--- config.mk ---
export PLATFORM = sky130hd
export DESIGN_NAME = qmm_top
export DESIGN_NICKNAME = d
export VERILOG_FILES = /design/src/rtl/qmm_pkg.sv /design/src/rtl/qmm_mem_if.sv /design/src/rtl/qmm_top.sv /design/src/rtl/qmm_twi_slave.sv
export SDC_FILE = /design/constraint.sdc
export NUM_CORES = 1
export LEC_CHECK = 0
export ABC_AREA = 1
export BUFFER_PORTS_ARGS = -buffer_cell sky130_fd_sc_hd__clkbuf_2
export CAP_MARGIN = 20
export CORE_MARGIN = 5
export CORE_UTILIZATION = 55
export CTS_BUF_LIST = sky130_fd_sc_hd__clkbuf_16
export DETAILED_ROUTE_END_ITERATION = 8
export GPL_ROUTABILITY_DRIVEN = 0
export HOLD_SLACK_MARGIN = 0.15
export PLACE_DENSITY = 0.8
export SYNTH_ARGS = -nofsm -noshare
export SYNTH_HDL_FRONTEND = slang
export SYNTH_SLANG_ARGS = --single-unit
--- constraint.sdc ---
create_clock -name sys_clk -period 4.8 [get_ports sys_clk]
set_input_delay 0.96 -clock sys_clk [delete_from_list [all_inputs] [get_ports sys_clk]]
set_output_delay 0.96 -clock sys_clk [all_outputs]
set_load 0.01 [all_outputs]
--- src/rtl/qmm_pkg.sv ---
/*
 * constants for the pluggable-module management block: timing counts,
 * memory map offsets, field positions and reset values.
 * assumes a 40 MHz system clock inside the module.
 */
// Notes on behaviour
// RL1: seven low-speed pins: select, two-wire, reset, power, present, alert
// RL2: answer two-wire traffic only while select is low
// RL3: host gives every module its own select line
// RL4: two-wire transactions read and write the memory map
// RL5: reset low beyond minimum restores all defaults
// RL6: host ignores status bits while reset executes
// RL7: reset completion raises alert with pending flag clear
// RL8: power-up posts completion alert without reset pulse
// RL9: low-power pin limits module power draw
// RL10: module pulls presence line low when inserted
// RL11: alert line low flags fault or critical status
// RL12: host reads cause of alert over two-wire bus
// RL13: lanes addressable; host-marked unused lanes shut down
// RL14: pending flag set from reset until initialisation ends
// RL15: alert held until host reads causing flag
package qmm_pkg;

	// =====================================================
	// timing
	localparam int CLK_PERIOD_NS = 25;
	localparam int RST_MIN_NS    = 10000;
	localparam int RST_MIN_CYC   = (RST_MIN_NS + CLK_PERIOD_NS - 1) / CLK_PERIOD_NS;
	localparam int INIT_NS       = 20000;
	localparam int INIT_CYC      = (INIT_NS + CLK_PERIOD_NS - 1) / CLK_PERIOD_NS;
	localparam int CNT_W         = 10;
	localparam logic [CNT_W-1:0] RST_MIN_CNT = CNT_W'(RST_MIN_CYC);
	localparam logic [CNT_W-1:0] INIT_LAST   = CNT_W'(INIT_CYC - 1);

	// =====================================================
	// two-wire bus and memory map
	localparam logic [6:0] DEV_ADDR     = 7'h50;
	localparam int         LANES        = 4;
	localparam logic [3:0] ADR_ID       = 4'h0;
	localparam logic [3:0] ADR_STATUS   = 4'h1;
	localparam logic [3:0] ADR_FLAGS    = 4'h2;
	localparam logic [3:0] ADR_LANE_DIS = 4'h3;
	localparam logic [3:0] ADR_CTRL     = 4'h4;
	localparam int         PEND_BIT     = 0;
	localparam int         FLAG_DONE    = 0;
	localparam int         FLAG_LPM     = 1;
	localparam int         CTRL_LOWPWR  = 0;
	// arbitrary identifier value
	localparam logic [7:0] ID_VALUE     = 8'h5A;
	localparam logic [3:0] LANE_DIS_RST = 4'h0;
	localparam logic       CTRL_RST     = 1'b0;

endpackage

--- src/rtl/qmm_mem_if.sv ---
/*
 * byte access path from the two-wire engine to the memory map.
 * assumes both ends run on sys_clk; rdata is combinational from addr.
 */
`timescale 1ns/1ps
interface qmm_mem_if;
	logic [3:0] addr;
	logic [7:0] wdata;
	logic [7:0] rdata;
	logic       we;
	logic       re;
	modport master (output addr, output wdata, output we, output re, input rdata);
	modport target (input addr, input wdata, input we, input re, output rdata);
endinterface

--- src/rtl/qmm_top.sv ---
/*
 * management side of a pluggable four-lane module: pin synchronisers,
 * module reset sequencer, memory map and alert/presence/power/lane outputs.
 * assumes host pins are asynchronous and open-drain wires are resolved
 * outside from the enables.
 */
`timescale 1ns/1ps
module qmm_top
	import qmm_pkg::*;
(
	// clock and reset
	input  wire logic             sys_clk,
	input  wire logic             sys_rst,
	// host control pins
	input  wire logic             module_select_n,
	input  wire logic             module_reset_n,
	input  wire logic             low_power_select,
	// two-wire bus
	input  wire logic             scl_in,
	input  wire logic             sda_in,
	output logic                  sda_out,
	output logic                  sda_oe,
	// status pins
	output logic                  presence_detect_n,
	output logic                  fault_alert_n_out,
	output logic                  fault_alert_oe,
	// module-side controls
	output logic                  high_power_en,
	output logic [LANES-1:0]      tx_lane_en
);

	typedef enum logic [1:0] {
		RS_INIT  = 2'b00,
		RS_RUN   = 2'b01,
		RS_HOLD  = 2'b11,
		RS_RESET = 2'b10
	} qmm_rst_e;

	localparam int INIT_BOUND = INIT_CYC + 4;

	// =====================================================
	// pin synchronisers, [0] read only by [1]
	logic [1:0]       rstn_sync;
	logic [1:0]       sel_sync;
	logic [1:0]       lp_sync;
	qmm_rst_e         st_reg, st_next;
	logic [CNT_W-1:0] cnt_reg, cnt_next;
	logic [1:0]       flags_reg, flags_next;
	logic [1:0]       flag_set, flag_clr;
	logic [3:0]       lane_dis_reg, lane_dis_next;
	logic             ctrl_reg, ctrl_next;
	logic             lp_d_reg;
	logic             pend_reg, pend_next;
	logic             alert_reg, alert_next;
	logic             hpe_reg, hpe_next;
	logic [3:0]       lane_en_reg, lane_en_next;
	logic             low_reg;
	logic             twi_rst;
	logic             flag_read;
	logic [CNT_W:0]   low_run_reg, low_run_next;

	qmm_mem_if mem_bus ();

	always_ff @(posedge sys_clk)
	begin
		if (sys_rst)
		begin
			rstn_sync <= 2'h3;
			sel_sync  <= 2'h3;
			lp_sync   <= 2'h3;
		end
		else
		begin
			rstn_sync <= {rstn_sync[0], module_reset_n};
			sel_sync  <= {sel_sync[0], module_select_n};
			lp_sync   <= {lp_sync[0], low_power_select};
		end
	end

	// =====================================================
	// two-wire engine; held in reset with the rest of the module
	// a transfer cut by a module reset restarts cleanly at the next start
	assign twi_rst = sys_rst | (st_reg == RS_RESET);

	qmm_twi_slave qmm_twi_slave_i (
		.sys_clk (sys_clk),
		.sys_rst (twi_rst),
		.sel_n   (sel_sync[1]),
		.scl_in  (scl_in),
		.sda_in  (sda_in),
		.sda_oe  (sda_oe),
		.mem     (mem_bus.master)
	);

	// =====================================================
	// memory map read side; unmapped bytes read zero
	function automatic logic [7:0] map_read(
		input logic [3:0] a,
		input logic       pend,
		input logic [1:0] flags,
		input logic [3:0] dis,
		input logic       ctrl
	);
		case (a)
			ADR_ID:       map_read = ID_VALUE;
			ADR_STATUS:   map_read = {7'h00, pend};
			ADR_FLAGS:    map_read = {6'h00, flags};
			ADR_LANE_DIS: map_read = {4'h0, dis};
			ADR_CTRL:     map_read = {7'h00, ctrl};
			default:      map_read = 8'h00;
		endcase
	endfunction

	// one map byte hit by a strobe; shared by the writes and the clear-on-read
	function automatic logic map_hit(
		input logic       strobe,
		input logic [3:0] a,
		input logic [3:0] target
	);
		map_hit = strobe && (a == target);
	endfunction

	assign mem_bus.rdata = map_read(mem_bus.addr, pend_reg, flags_reg, lane_dis_reg, ctrl_reg); // RL4
	// the flags byte clears when loaded for transmit, not when the host acks it
	assign flag_read     = map_hit(mem_bus.re, mem_bus.addr, ADR_FLAGS);

	// =====================================================
	// reset sequencer and map registers
	always_comb
	begin
		st_next       = st_reg;
		cnt_next      = cnt_reg;
		lane_dis_next = lane_dis_reg;
		ctrl_next     = ctrl_reg;
		flag_set      = 2'h0;
		flag_clr      = flag_read ? flags_reg : 2'h0; // RL15
		case (st_reg)
			RS_RUN:
				if (!rstn_sync[1])
				begin
					st_next  = RS_HOLD;
					cnt_next = {{(CNT_W-1){1'b0}}, 1'b1};
				end
			// short pulses are ignored; only a low beyond the minimum resets
			RS_HOLD:
				if (rstn_sync[1])
					st_next = RS_RUN;
				else if (cnt_reg == RST_MIN_CNT)
					st_next = RS_RESET; // RL5
				else
					cnt_next = cnt_reg + 1'b1;
			RS_RESET:
				if (rstn_sync[1])
				begin
					st_next  = RS_INIT;
					cnt_next = '0;
				end
			RS_INIT:
				if (cnt_reg == INIT_LAST)
				begin
					st_next             = RS_RUN;
					flag_set[FLAG_DONE] = 1'b1; // RL7
				end
				else
					cnt_next = cnt_reg + 1'b1;
			default:
				st_next = RS_INIT;
		endcase
		if (map_hit(mem_bus.we, mem_bus.addr, ADR_LANE_DIS))
			lane_dis_next = mem_bus.wdata[LANES-1:0]; // RL13
		if (map_hit(mem_bus.we, mem_bus.addr, ADR_CTRL))
			ctrl_next = mem_bus.wdata[CTRL_LOWPWR];
		// not flagged during initialisation: the synchroniser fills from its
		// reset level then, and would otherwise raise a false event
		if (st_reg != RS_INIT && lp_sync[1] != lp_d_reg)
			flag_set[FLAG_LPM] = 1'b1;
		// a new event in the cycle of its read is kept
		flags_next = (flags_reg & ~flag_clr) | flag_set;
		if (st_reg == RS_RESET)
		begin
			lane_dis_next = LANE_DIS_RST; // RL5
			ctrl_next     = CTRL_RST;
			flags_next    = 2'h0;
		end
		// a low below the minimum leaves status and lanes untouched
		pend_next    = (st_next == RS_RESET) || (st_next == RS_INIT); // RL14
		alert_next   = |flags_next; // RL11
		hpe_next     = ~lp_sync[1] & ~ctrl_next; // RL9
		lane_en_next = pend_next ? 4'h0 : ~lane_dis_next; // RL13
	end

	always_ff @(posedge sys_clk)
	begin
		if (sys_rst)
		begin
			st_reg       <= RS_INIT; // RL8
			cnt_reg      <= '0;
			flags_reg    <= 2'h0;
			lane_dis_reg <= LANE_DIS_RST;
			ctrl_reg     <= CTRL_RST;
			lp_d_reg     <= 1'b1;
			pend_reg     <= 1'b1;
			alert_reg    <= 1'b0;
			hpe_reg      <= 1'b0;
			lane_en_reg  <= 4'h0;
			low_reg      <= 1'b0;
		end
		else
		begin
			st_reg       <= st_next;
			cnt_reg      <= cnt_next;
			flags_reg    <= flags_next;
			lane_dis_reg <= lane_dis_next;
			ctrl_reg     <= ctrl_next;
			lp_d_reg     <= lp_sync[1];
			pend_reg     <= pend_next;
			alert_reg    <= alert_next;
			hpe_reg      <= hpe_next;
			lane_en_reg  <= lane_en_next;
			low_reg      <= 1'b0;
		end
	end

	// =====================================================
	// pins; open-drain lines only ever pull low
	assign presence_detect_n = low_reg; // RL10
	assign sda_out           = low_reg; // RL1
	assign fault_alert_n_out = low_reg; // RL1
	assign fault_alert_oe    = alert_reg; // RL11
	assign high_power_en     = hpe_reg;
	assign tx_lane_en        = lane_en_reg;

	// run length of the present low on the reset pin; saturates at the top bit
	always_comb
	begin
		low_run_next = low_run_reg;
		if (rstn_sync[1])
			low_run_next = '0;
		else if (!low_run_reg[CNT_W])
			low_run_next = low_run_reg + 1'b1;
	end

	always_ff @(posedge sys_clk)
	begin
		if (sys_rst)
			low_run_reg <= '0;
		else
			low_run_reg <= low_run_next;
	end
endmodule // qmm_top

--- src/rtl/qmm_twi_slave.sv ---
/*
 * two-wire serial target: address match, pointer byte, auto-increment
 * reads and writes. assumes sel_n is already synchronised; scl and sda
 * are raw pins and are synchronised here. never stretches the clock.
 */
`timescale 1ns/1ps
module qmm_twi_slave
	import qmm_pkg::*;
(
	// clock and reset
	input  wire logic sys_clk,
	input  wire logic sys_rst,
	// select, synchronised
	input  wire logic sel_n,
	// bus pins
	input  wire logic scl_in,
	input  wire logic sda_in,
	output logic      sda_oe,
	// memory map access
	qmm_mem_if.master mem
);

	typedef enum logic [2:0] {
		TW_IDLE  = 3'b000,
		TW_ADDR  = 3'b001,
		TW_AACK  = 3'b011,
		TW_WBYTE = 3'b010,
		TW_WACK  = 3'b110,
		TW_RBYTE = 3'b111,
		TW_RACK  = 3'b101
	} qmm_twi_e;

	// =====================================================
	// pin synchronisers: [0] first stage, [1] second, [2] previous
	logic [2:0] scl_reg;
	logic [2:0] sda_reg;
	qmm_twi_e   st_reg, st_next;
	logic [3:0] bit_reg, bit_next;
	logic [3:0] ptr_reg, ptr_next;
	logic [7:0] sh_reg, sh_next;
	logic       rw_reg, rw_next;
	logic       first_reg, first_next;
	logic       oe_reg, oe_next;
	logic       rise, fall, start, stop, load;
	logic [7:0] rx;

	always_ff @(posedge sys_clk)
	begin
		if (sys_rst)
		begin
			scl_reg <= 3'h7;
			sda_reg <= 3'h7;
		end
		else
		begin
			scl_reg <= {scl_reg[1:0], scl_in};
			sda_reg <= {sda_reg[1:0], sda_in};
		end
	end

	assign rise     = scl_reg[1] & ~scl_reg[2];
	assign fall     = ~scl_reg[1] & scl_reg[2];
	assign start    = scl_reg[1] & scl_reg[2] & sda_reg[2] & ~sda_reg[1];
	assign stop     = scl_reg[1] & scl_reg[2] & ~sda_reg[2] & sda_reg[1];
	assign rx       = {sh_reg[6:0], sda_reg[1]};
	assign mem.addr = ptr_reg;
	assign sda_oe   = oe_reg;

	// =====================================================
	// bit engine
	always_comb
	begin
		st_next    = st_reg;
		bit_next   = bit_reg;
		ptr_next   = ptr_reg;
		sh_next    = sh_reg;
		rw_next    = rw_reg;
		first_next = first_reg;
		oe_next    = oe_reg;
		load       = 1'b0;
		mem.we     = 1'b0;
		mem.re     = 1'b0;
		mem.wdata  = rx;
		if (sel_n)
		begin
			st_next = TW_IDLE; // RL2
			oe_next = 1'b0;
		end
		else if (start)
		begin
			st_next  = TW_ADDR;
			bit_next = 4'h0;
			oe_next  = 1'b0;
		end
		else if (stop)
		begin
			st_next = TW_IDLE;
			oe_next = 1'b0;
		end
		else
		begin
			case (st_reg)
				TW_ADDR:
					if (rise)
					begin
						sh_next  = rx;
						bit_next = bit_reg + 4'h1;
						if (bit_reg == 4'h7)
						begin
							rw_next = sda_reg[1];
							st_next = (rx[7:1] == DEV_ADDR) ? TW_AACK : TW_IDLE;
						end
					end
				TW_AACK:
					if (fall)
					begin
						oe_next    = ~oe_reg;
						first_next = 1'b1;
						bit_next   = 4'h0;
						if (oe_reg && !rw_reg)
							st_next = TW_WBYTE;
						load = oe_reg && rw_reg;
					end
				TW_WBYTE:
					if (rise)
					begin
						sh_next  = rx;
						bit_next = bit_reg + 4'h1;
						if (bit_reg == 4'h7)
						begin
							st_next    = TW_WACK;
							first_next = 1'b0;
							// first byte after the address sets the pointer
							if (first_reg)
								ptr_next = rx[3:0];
							else
							begin
								mem.we   = 1'b1; // RL4
								ptr_next = ptr_reg + 4'h1;
							end
						end
					end
				TW_WACK:
					if (fall)
					begin
						oe_next  = ~oe_reg;
						bit_next = 4'h0;
						if (oe_reg)
							st_next = TW_WBYTE;
					end
				TW_RBYTE:
					if (fall)
					begin
						if (bit_reg == 4'h7)
						begin
							oe_next = 1'b0;
							st_next = TW_RACK;
						end
						else
						begin
							sh_next  = {sh_reg[6:0], 1'b0};
							oe_next  = ~sh_reg[6];
							bit_next = bit_reg + 4'h1;
						end
					end
				TW_RACK:
					if (rise)
					begin
						if (sda_reg[1])
							st_next = TW_IDLE;
						else
							bit_next = 4'h8;
					end
					else if (fall && bit_reg == 4'h8)
						load = 1'b1;
				default:
					st_next = TW_IDLE;
			endcase
		end
		// read load presents bit 7 in the same low phase; the pointer moves on
		if (load)
		begin
			sh_next  = mem.rdata;
			oe_next  = ~mem.rdata[7];
			mem.re   = 1'b1; // RL4
			ptr_next = ptr_reg + 4'h1;
			bit_next = 4'h0;
			st_next  = TW_RBYTE;
		end
	end

	always_ff @(posedge sys_clk)
	begin
		if (sys_rst)
		begin
			st_reg    <= TW_IDLE;
			bit_reg   <= 4'h0;
			ptr_reg   <= 4'h0;
			sh_reg    <= 8'h00;
			rw_reg    <= 1'b0;
			first_reg <= 1'b0;
			oe_reg    <= 1'b0;
		end
		else
		begin
			st_reg    <= st_next;
			bit_reg   <= bit_next;
			ptr_reg   <= ptr_next;
			sh_reg    <= sh_next;
			rw_reg    <= rw_next;
			first_reg <= first_next;
			oe_reg    <= oe_next;
		end
	end
endmodule // qmm_twi_slave

==> results of run 1 <==
cells in the final DEF (no fill, tap or decap), types with 2 or more instances in the layout:
master,count
nand2_1,150
nor2_1,84
inv_1,69
dfxtp_1,60
nand3_1,50
a21oi_1,25
o21ai_0,16
clkbuf_2,13
ha_1,12
nand4_1,11
or2_2,10
nor3_1,9
clkbuf_16,9
o21ai_1,8
nand2_2,7
nor2_2,5
inv_2,4
clkinv_1,3
o21bai_1,3
conb_1,3
nand3b_1,2
nand2_4,2
xor2_1,2
a31oi_1,2
o211ai_1,2
clkinv_2,2
per-layer routing:
metal / global-route usage / routed length (microns) / vias to the layer above
li1: - / - / 1797
met1: 0.274 / 3790 / 1532
met2: 0.302 / 3600 / 112
met3: 0.0417 / 464 / 11
met4: 0.0608 / 119 / 0
met5: 0 / 0 / -
worst paths after layout:
path                                 start          to  slack [ps]  depth (start not counted)
worst max register to register   st_reg[0]  cnt_reg[9]        2660                         10
worst min-delay path            lp_sync[0]  lp_sync[1]         410                          1
worst max-delay path             st_reg[0]  cnt_reg[9]        2660                         10
worst min register to register  lp_sync[0]  lp_sync[1]         410                          1
area by class of cell:
cell class	count	area (sq um)	area share
multi-input cells	415	2010	0.511
clock inverters	7	58.8	0.0149
repair buffers	14	72.6	0.0184
inverters	73	274	0.0695
well taps	77	96.3	0.0245
clock buffers	9	225	0.0572
flip-flops and latches	60	1200	0.305
cell families after synthesis:
family                   Yosys count  share of synthesized area
flip-flops                        60                      0.338
AND/OR/NAND/NOR                  336                      0.416
AO/OA/AOI/OAI                     62                     0.0988
buffers and inverters             86                     0.0992
XOR/XNOR                           2                    0.00492
adder cells (fa/ha/maj)           12                     0.0422
other                              1                    0.00105
power breakdown:
group	internal, mW	total [mW]	switching, mW
sequential	0.507	0.513	0.00642
clock	0.393	0.611	0.217
combinational	0.0160	0.0464	0.0304
==> impl_metrics.env, run 1 <==
export IMPL_outcome="complete, no violations"
export IMPL_antenna_found_initial=0
export IMPL_layout_drive_gt1_share=0.107
export IMPL_p_leak_nw=1.97
export IMPL_cp_common_cell="inv_1"
export IMPL_crit_buf_inv=3
export IMPL_drt_iter0_drc=327
export IMPL_dp_cells=639
export IMPL_yosys_warnings=0
export IMPL_start_util=0.564
export IMPL_synth_cells=559
export IMPL_endpoint_kind="register"
export IMPL_insertion_delay_ps=320
export IMPL_path_delay_family="simple AND/OR/NAND/NOR gates"
export IMPL_synth_top_cell_by_area="dfxtp_1"
export IMPL_period_share=0.446
export IMPL_clockBufferDepth=2
export IMPL_skew_ps=6.01
export IMPL_post_cts_buffers=0
export IMPL_finalMaxSlewViolations=0
export IMPL_hold_viol=0
export IMPL_synth_edff_count=0
export IMPL_period_needed_ps=2140
export IMPL_fin_hold_ws_ps=411
export IMPL_cap_viol_max_count=0
export IMPL_ctsResizeCount=0
export IMPL_stdcell_count=655
export IMPL_die_h_microns=90.4
export IMPL_cp_max_fo=16
export IMPL_coreArea_sq_um=6310
export IMPL_portBuffers=13
export IMPL_synth_async_reset_ratio=0
export IMPL_critical_path_class="register to register"
export IMPL_dpl_cell_area_sq_um=3660
export IMPL_max_freq_ghz=0.467
export IMPL_pin_count=17
export IMPL_drc=0
export IMPL_vias=3452
export IMPL_power_density_nw_per_um2=297
export IMPL_yosys_top_cells_count="nand2_1, nor2_1, inv_1"
export IMPL_netlist_area_sq_um=3560
export IMPL_synth_most_common_cell="nand2_1"
export IMPL_power_total_mw=1.17
export IMPL_max_vdd_ir_drop_mv=0.333
export IMPL_clk_pin_slew_ps=50
export IMPL_crit_slowest_cell="dfxtp_1"
export IMPL_fin_area_sq_um=3940
export IMPL_grt_max_degree=24
export IMPL_seq_area_frac_synth=0.338
export IMPL_largest_reg_flops=10
export IMPL_cpPeakStageDelay_ps=420
export IMPL_design_final_nets=592
export IMPL_crit_chain="inv_1, ha_1, inv_1, nor2_1, a21oi_1, nand3_2, inv_1, nand3_1, nand2_1, nor2_1"
export IMPL_drt_wirelength_per_cell_microns=12.2
export IMPL_clkSinkCount=60
export IMPL_required_ps=5010
export IMPL_cts_tree="done"
export IMPL_diodes=0
export IMPL_dpl_hpwl_mm=5.82
export IMPL_ant_nets=0
export IMPL_area_growth_pct=10.7
export IMPL_hold_path_class="register to register"
export IMPL_fin_setup_tns_ps=0
export IMPL_final_core_util=0.624
export IMPL_die_area_sq_um=8180
export IMPL_synth_area_top_cells="dfxtp_1, nand2_1, nor2_1, inv_1, nand3_1"
export IMPL_via_per_inst=5.27
export IMPL_cts_buffers=9
export IMPL_synthDistinctLibCells=40
export IMPL_cts_hold_buf=0
export IMPL_rsz0062_at_grt="no"
export IMPL_cts_root_buf="clkbuf_16"
export IMPL_dp_slack_ps=2490
export IMPL_synth_area_per_cell_sq_um=6.37
export IMPL_track_usage=0.196
export IMPL_synth_top_area_share=0.338
export IMPL_die_w_microns=90.4
export IMPL_grt_pass1_wl_mm=13.7
export IMPL_drt_first_pass_iters=5
export IMPL_grt_pass1_vias=3069
export IMPL_fin_ws_ps=2660
export IMPL_grt_overflow_total=0
export IMPL_htreeDepth=3
export IMPL_placementRows=29
export IMPL_synth_ff_type="dfxtp_1"
export IMPL_routed_wl_mm=7.97
export IMPL_crit_arrival_ps=2350
export IMPL_yosys_register_bits=60
export IMPL_start_kind="register"
export IMPL_finalSetupViolations=0
export IMPL_fill_cells=574
No activity file was read; power rests on OpenSTA's default activity.
==> run 2, diff against run 1 <==
--- a/config.mk
+++ b/config.mk
@@ -14,7 +14,7 @@
 export DETAILED_ROUTE_END_ITERATION = 8
 export GPL_ROUTABILITY_DRIVEN = 0
 export HOLD_SLACK_MARGIN = 0.15
-export PLACE_DENSITY = 0.8
+export PLACE_DENSITY = 0.82
 export SYNTH_ARGS = -nofsm -noshare
 export SYNTH_HDL_FRONTEND = slang
 export SYNTH_SLANG_ARGS = --single-unit
==> constraint.sdc (replaced) <==
create_clock -name sys_clk -period 1.8 [get_ports sys_clk]
set_input_delay 0.36 -clock sys_clk [delete_from_list [all_inputs] [get_ports sys_clk]]
set_output_delay 0.36 -clock sys_clk [all_outputs]
set_load 0.01 [all_outputs]
==> run 2 against run 1 <==
  * Clock power increased to 3.1 times the previous value
  * Clock skew decreased by 3.1 ps
  * Die area unchanged
  * Critical path depth decreased by 1
  * Sequential power increased to 2.7 times the previous value
  * Worst hold slack got worse by 200 ps
  * Routed wire length increased by 12%
  * Sequential share of layout area decreased by 2.0 points
  * Non-clock buffer count increased by 27
  * Largest power group unchanged
  * Count of clock-buffer cells in the layout unchanged
  * Setup slack got worse by 2600 ps
  * Total power increased to 2.9 times the previous value
==> impl_metrics.env, run 2 (synthesized netlist as in run 1, its figures left out) <==
export IMPL_drt_wirelength_per_cell_microns=13.1
export IMPL_htreeDepth=3
export IMPL_power_density_nw_per_um2=811
export IMPL_die_h_microns=90.4
export IMPL_coreArea_sq_um=6310
export IMPL_drt_iter0_drc=358
export IMPL_antenna_found_initial=0
export IMPL_skew_ps=2.95
export IMPL_fin_area_sq_um=4230
export IMPL_fin_setup_tns_ps=0
export IMPL_power_switching_share=0.202
export IMPL_finalMaxSlewViolations=0
export IMPL_start_util=0.564
export IMPL_layout_commonest_cell="nand2_1"
export IMPL_start_kind="register"
export IMPL_mostFrequentLayoutCells="nand2_1, nor2_1, inv_1"
export IMPL_period_needed_ps=1720
export IMPL_period_share=0.958
export IMPL_drc=0
export IMPL_fin_hold_ws_ps=214
export IMPL_portBuffers=13
export IMPL_required_ps=2010
export IMPL_hold_viol=0
export IMPL_endpoint_kind="register"
export IMPL_p_seq_frac=0.399
export IMPL_fill_cells=511
export IMPL_dpl_cell_area_sq_um=3790
export IMPL_finalSetupViolations=0
export IMPL_max_vdd_ir_drop_mv=0.658
export IMPL_clkSinkCount=60
export IMPL_grt_overflow_total=0
export IMPL_diodes=0
export IMPL_insertion_delay_ps=320
export IMPL_clk_pin_slew_ps=50
export IMPL_clockBufferDepth=2
export IMPL_outcome="complete, no violations"
export IMPL_cp_max_fo=7
export IMPL_placementRows=29
export IMPL_pwr_share_comb=0.042
export IMPL_cts_hold_buf=0
export IMPL_vias=3718
export IMPL_dpl_hpwl_mm=6.19
export IMPL_crit_path_start="qmm_twi_slave_i.st_reg[1]"
export IMPL_routed_wl_mm=8.89
export IMPL_design_final_nets=619
export IMPL_area_growth_pct=18.9
export IMPL_hold_path_class="input port to register"
export IMPL_die_area_sq_um=8180
export IMPL_layout_drive_gt1_share=0.162
export IMPL_die_w_microns=90.4
export IMPL_track_usage=0.218
export IMPL_p_clk_frac=0.560
export IMPL_crit_arrival_ps=1940
export IMPL_ant_nets=0
export IMPL_min_from="module_reset_n"
export IMPL_p_leak_nw=2.10
export IMPL_grt_pass1_wl_mm=15.1
export IMPL_r2r_slack_ps=80
export IMPL_drt_first_pass_iters=5
export IMPL_largest_reg_flops=10
export IMPL_pin_count=17
export IMPL_cts_buffers=9
export IMPL_power_total_mw=3.43
export IMPL_grt_max_degree=18
export IMPL_cap_viol_max_count=0
export IMPL_p_sw_uw=694
export IMPL_grt_pass1_vias=3403
export IMPL_cts_root_buf="clkbuf_16"
export IMPL_critical_path_class="register to register"
export IMPL_cts_tree="done"
export IMPL_p_int_mw=2.74
export IMPL_via_per_inst=5.46
export IMPL_max_freq_ghz=0.580
export IMPL_reg2reg_from="qmm_twi_slave_i.st_reg[1]"
-- run 2: cell count changes in the layout (fill, tap and decap cells not counted), moves of 2 or more --
cell,delta
bufinv_16,+2
inv_2,+2
inv_1,-4
buf_4,+27
dfxtp_2,+2
nor2_2,-3
dfxtp_1,-2
nor2_4,+4
-- run 2: worst paths after layout --
check | to | depth (start not counted)
max | qmm_twi_slave_i.bit_reg[1] | 9
min | rstn_sync[0] | 2
max reg2reg | qmm_twi_slave_i.bit_reg[1] | 9
min reg2reg | sel_sync[1] | 1
-- run 2: power by group through the flow --
stage | registers, mW | clock network (mW) | logic (mW)
floorplan | 1.39 | 0 | 0.100
global placement | 1.39 | 0 | 0.131
detailed placement | 1.39 | 0 | 0.136
CTS | 1.37 | 1.93 | 0.139
global route | 1.37 | 2.00 | 0.162
finish | 1.37 | 1.92 | 0.143
-- run 2: layout make-up --
type / instances / area [sq um] / share of cell area
clock inverters: 6 / 104 / 0.0245
clock buffers: 9 / 225 / 0.0532
multi-input cells: 415 / 2050 / 0.484
well taps: 77 / 96.3 / 0.0228
repair buffers: 41 / 275 / 0.0651
flip-flops and latches: 60 / 1200 / 0.285
inverters: 73 / 278 / 0.0657
-- run 2: metrics by stage --
step                setup slack [ps]  std cells   util
finish                          76.3        681  0.670
global route                   -12.9        681  0.670
CTS                             44.4        672  0.653
detailed placement              35.8        657  0.600
global placement                99.3        657  0.600
floorplan                        109        561      -
-- run 2: metal layers --
layer	GRT usage	vias up	wire, microns
met2	0.357	138	4220
met3	0.0400	20	653
li1	-	1852	-
met1	0.281	1708	3860
met4	0.0918	0	161
met5	0	-	0
-- run 2: critical path, cell delays in order, from the launching register on --
cell	delay [ps]
dfxtp_1	440
inv_2	120
nor2_2	300
o21ai_1	110
nand2_1	180
inv_1	60
nand2_1	70
nand2_2	90
a21oi_1	170
nor2_1	70
-- run 2: timing repair --
item	CTS	global route
setup buffers	0	9
gates cloned	0	0
resized for setup	1	12
endpoints found under the setup margin	1	28
pin swaps	0	5
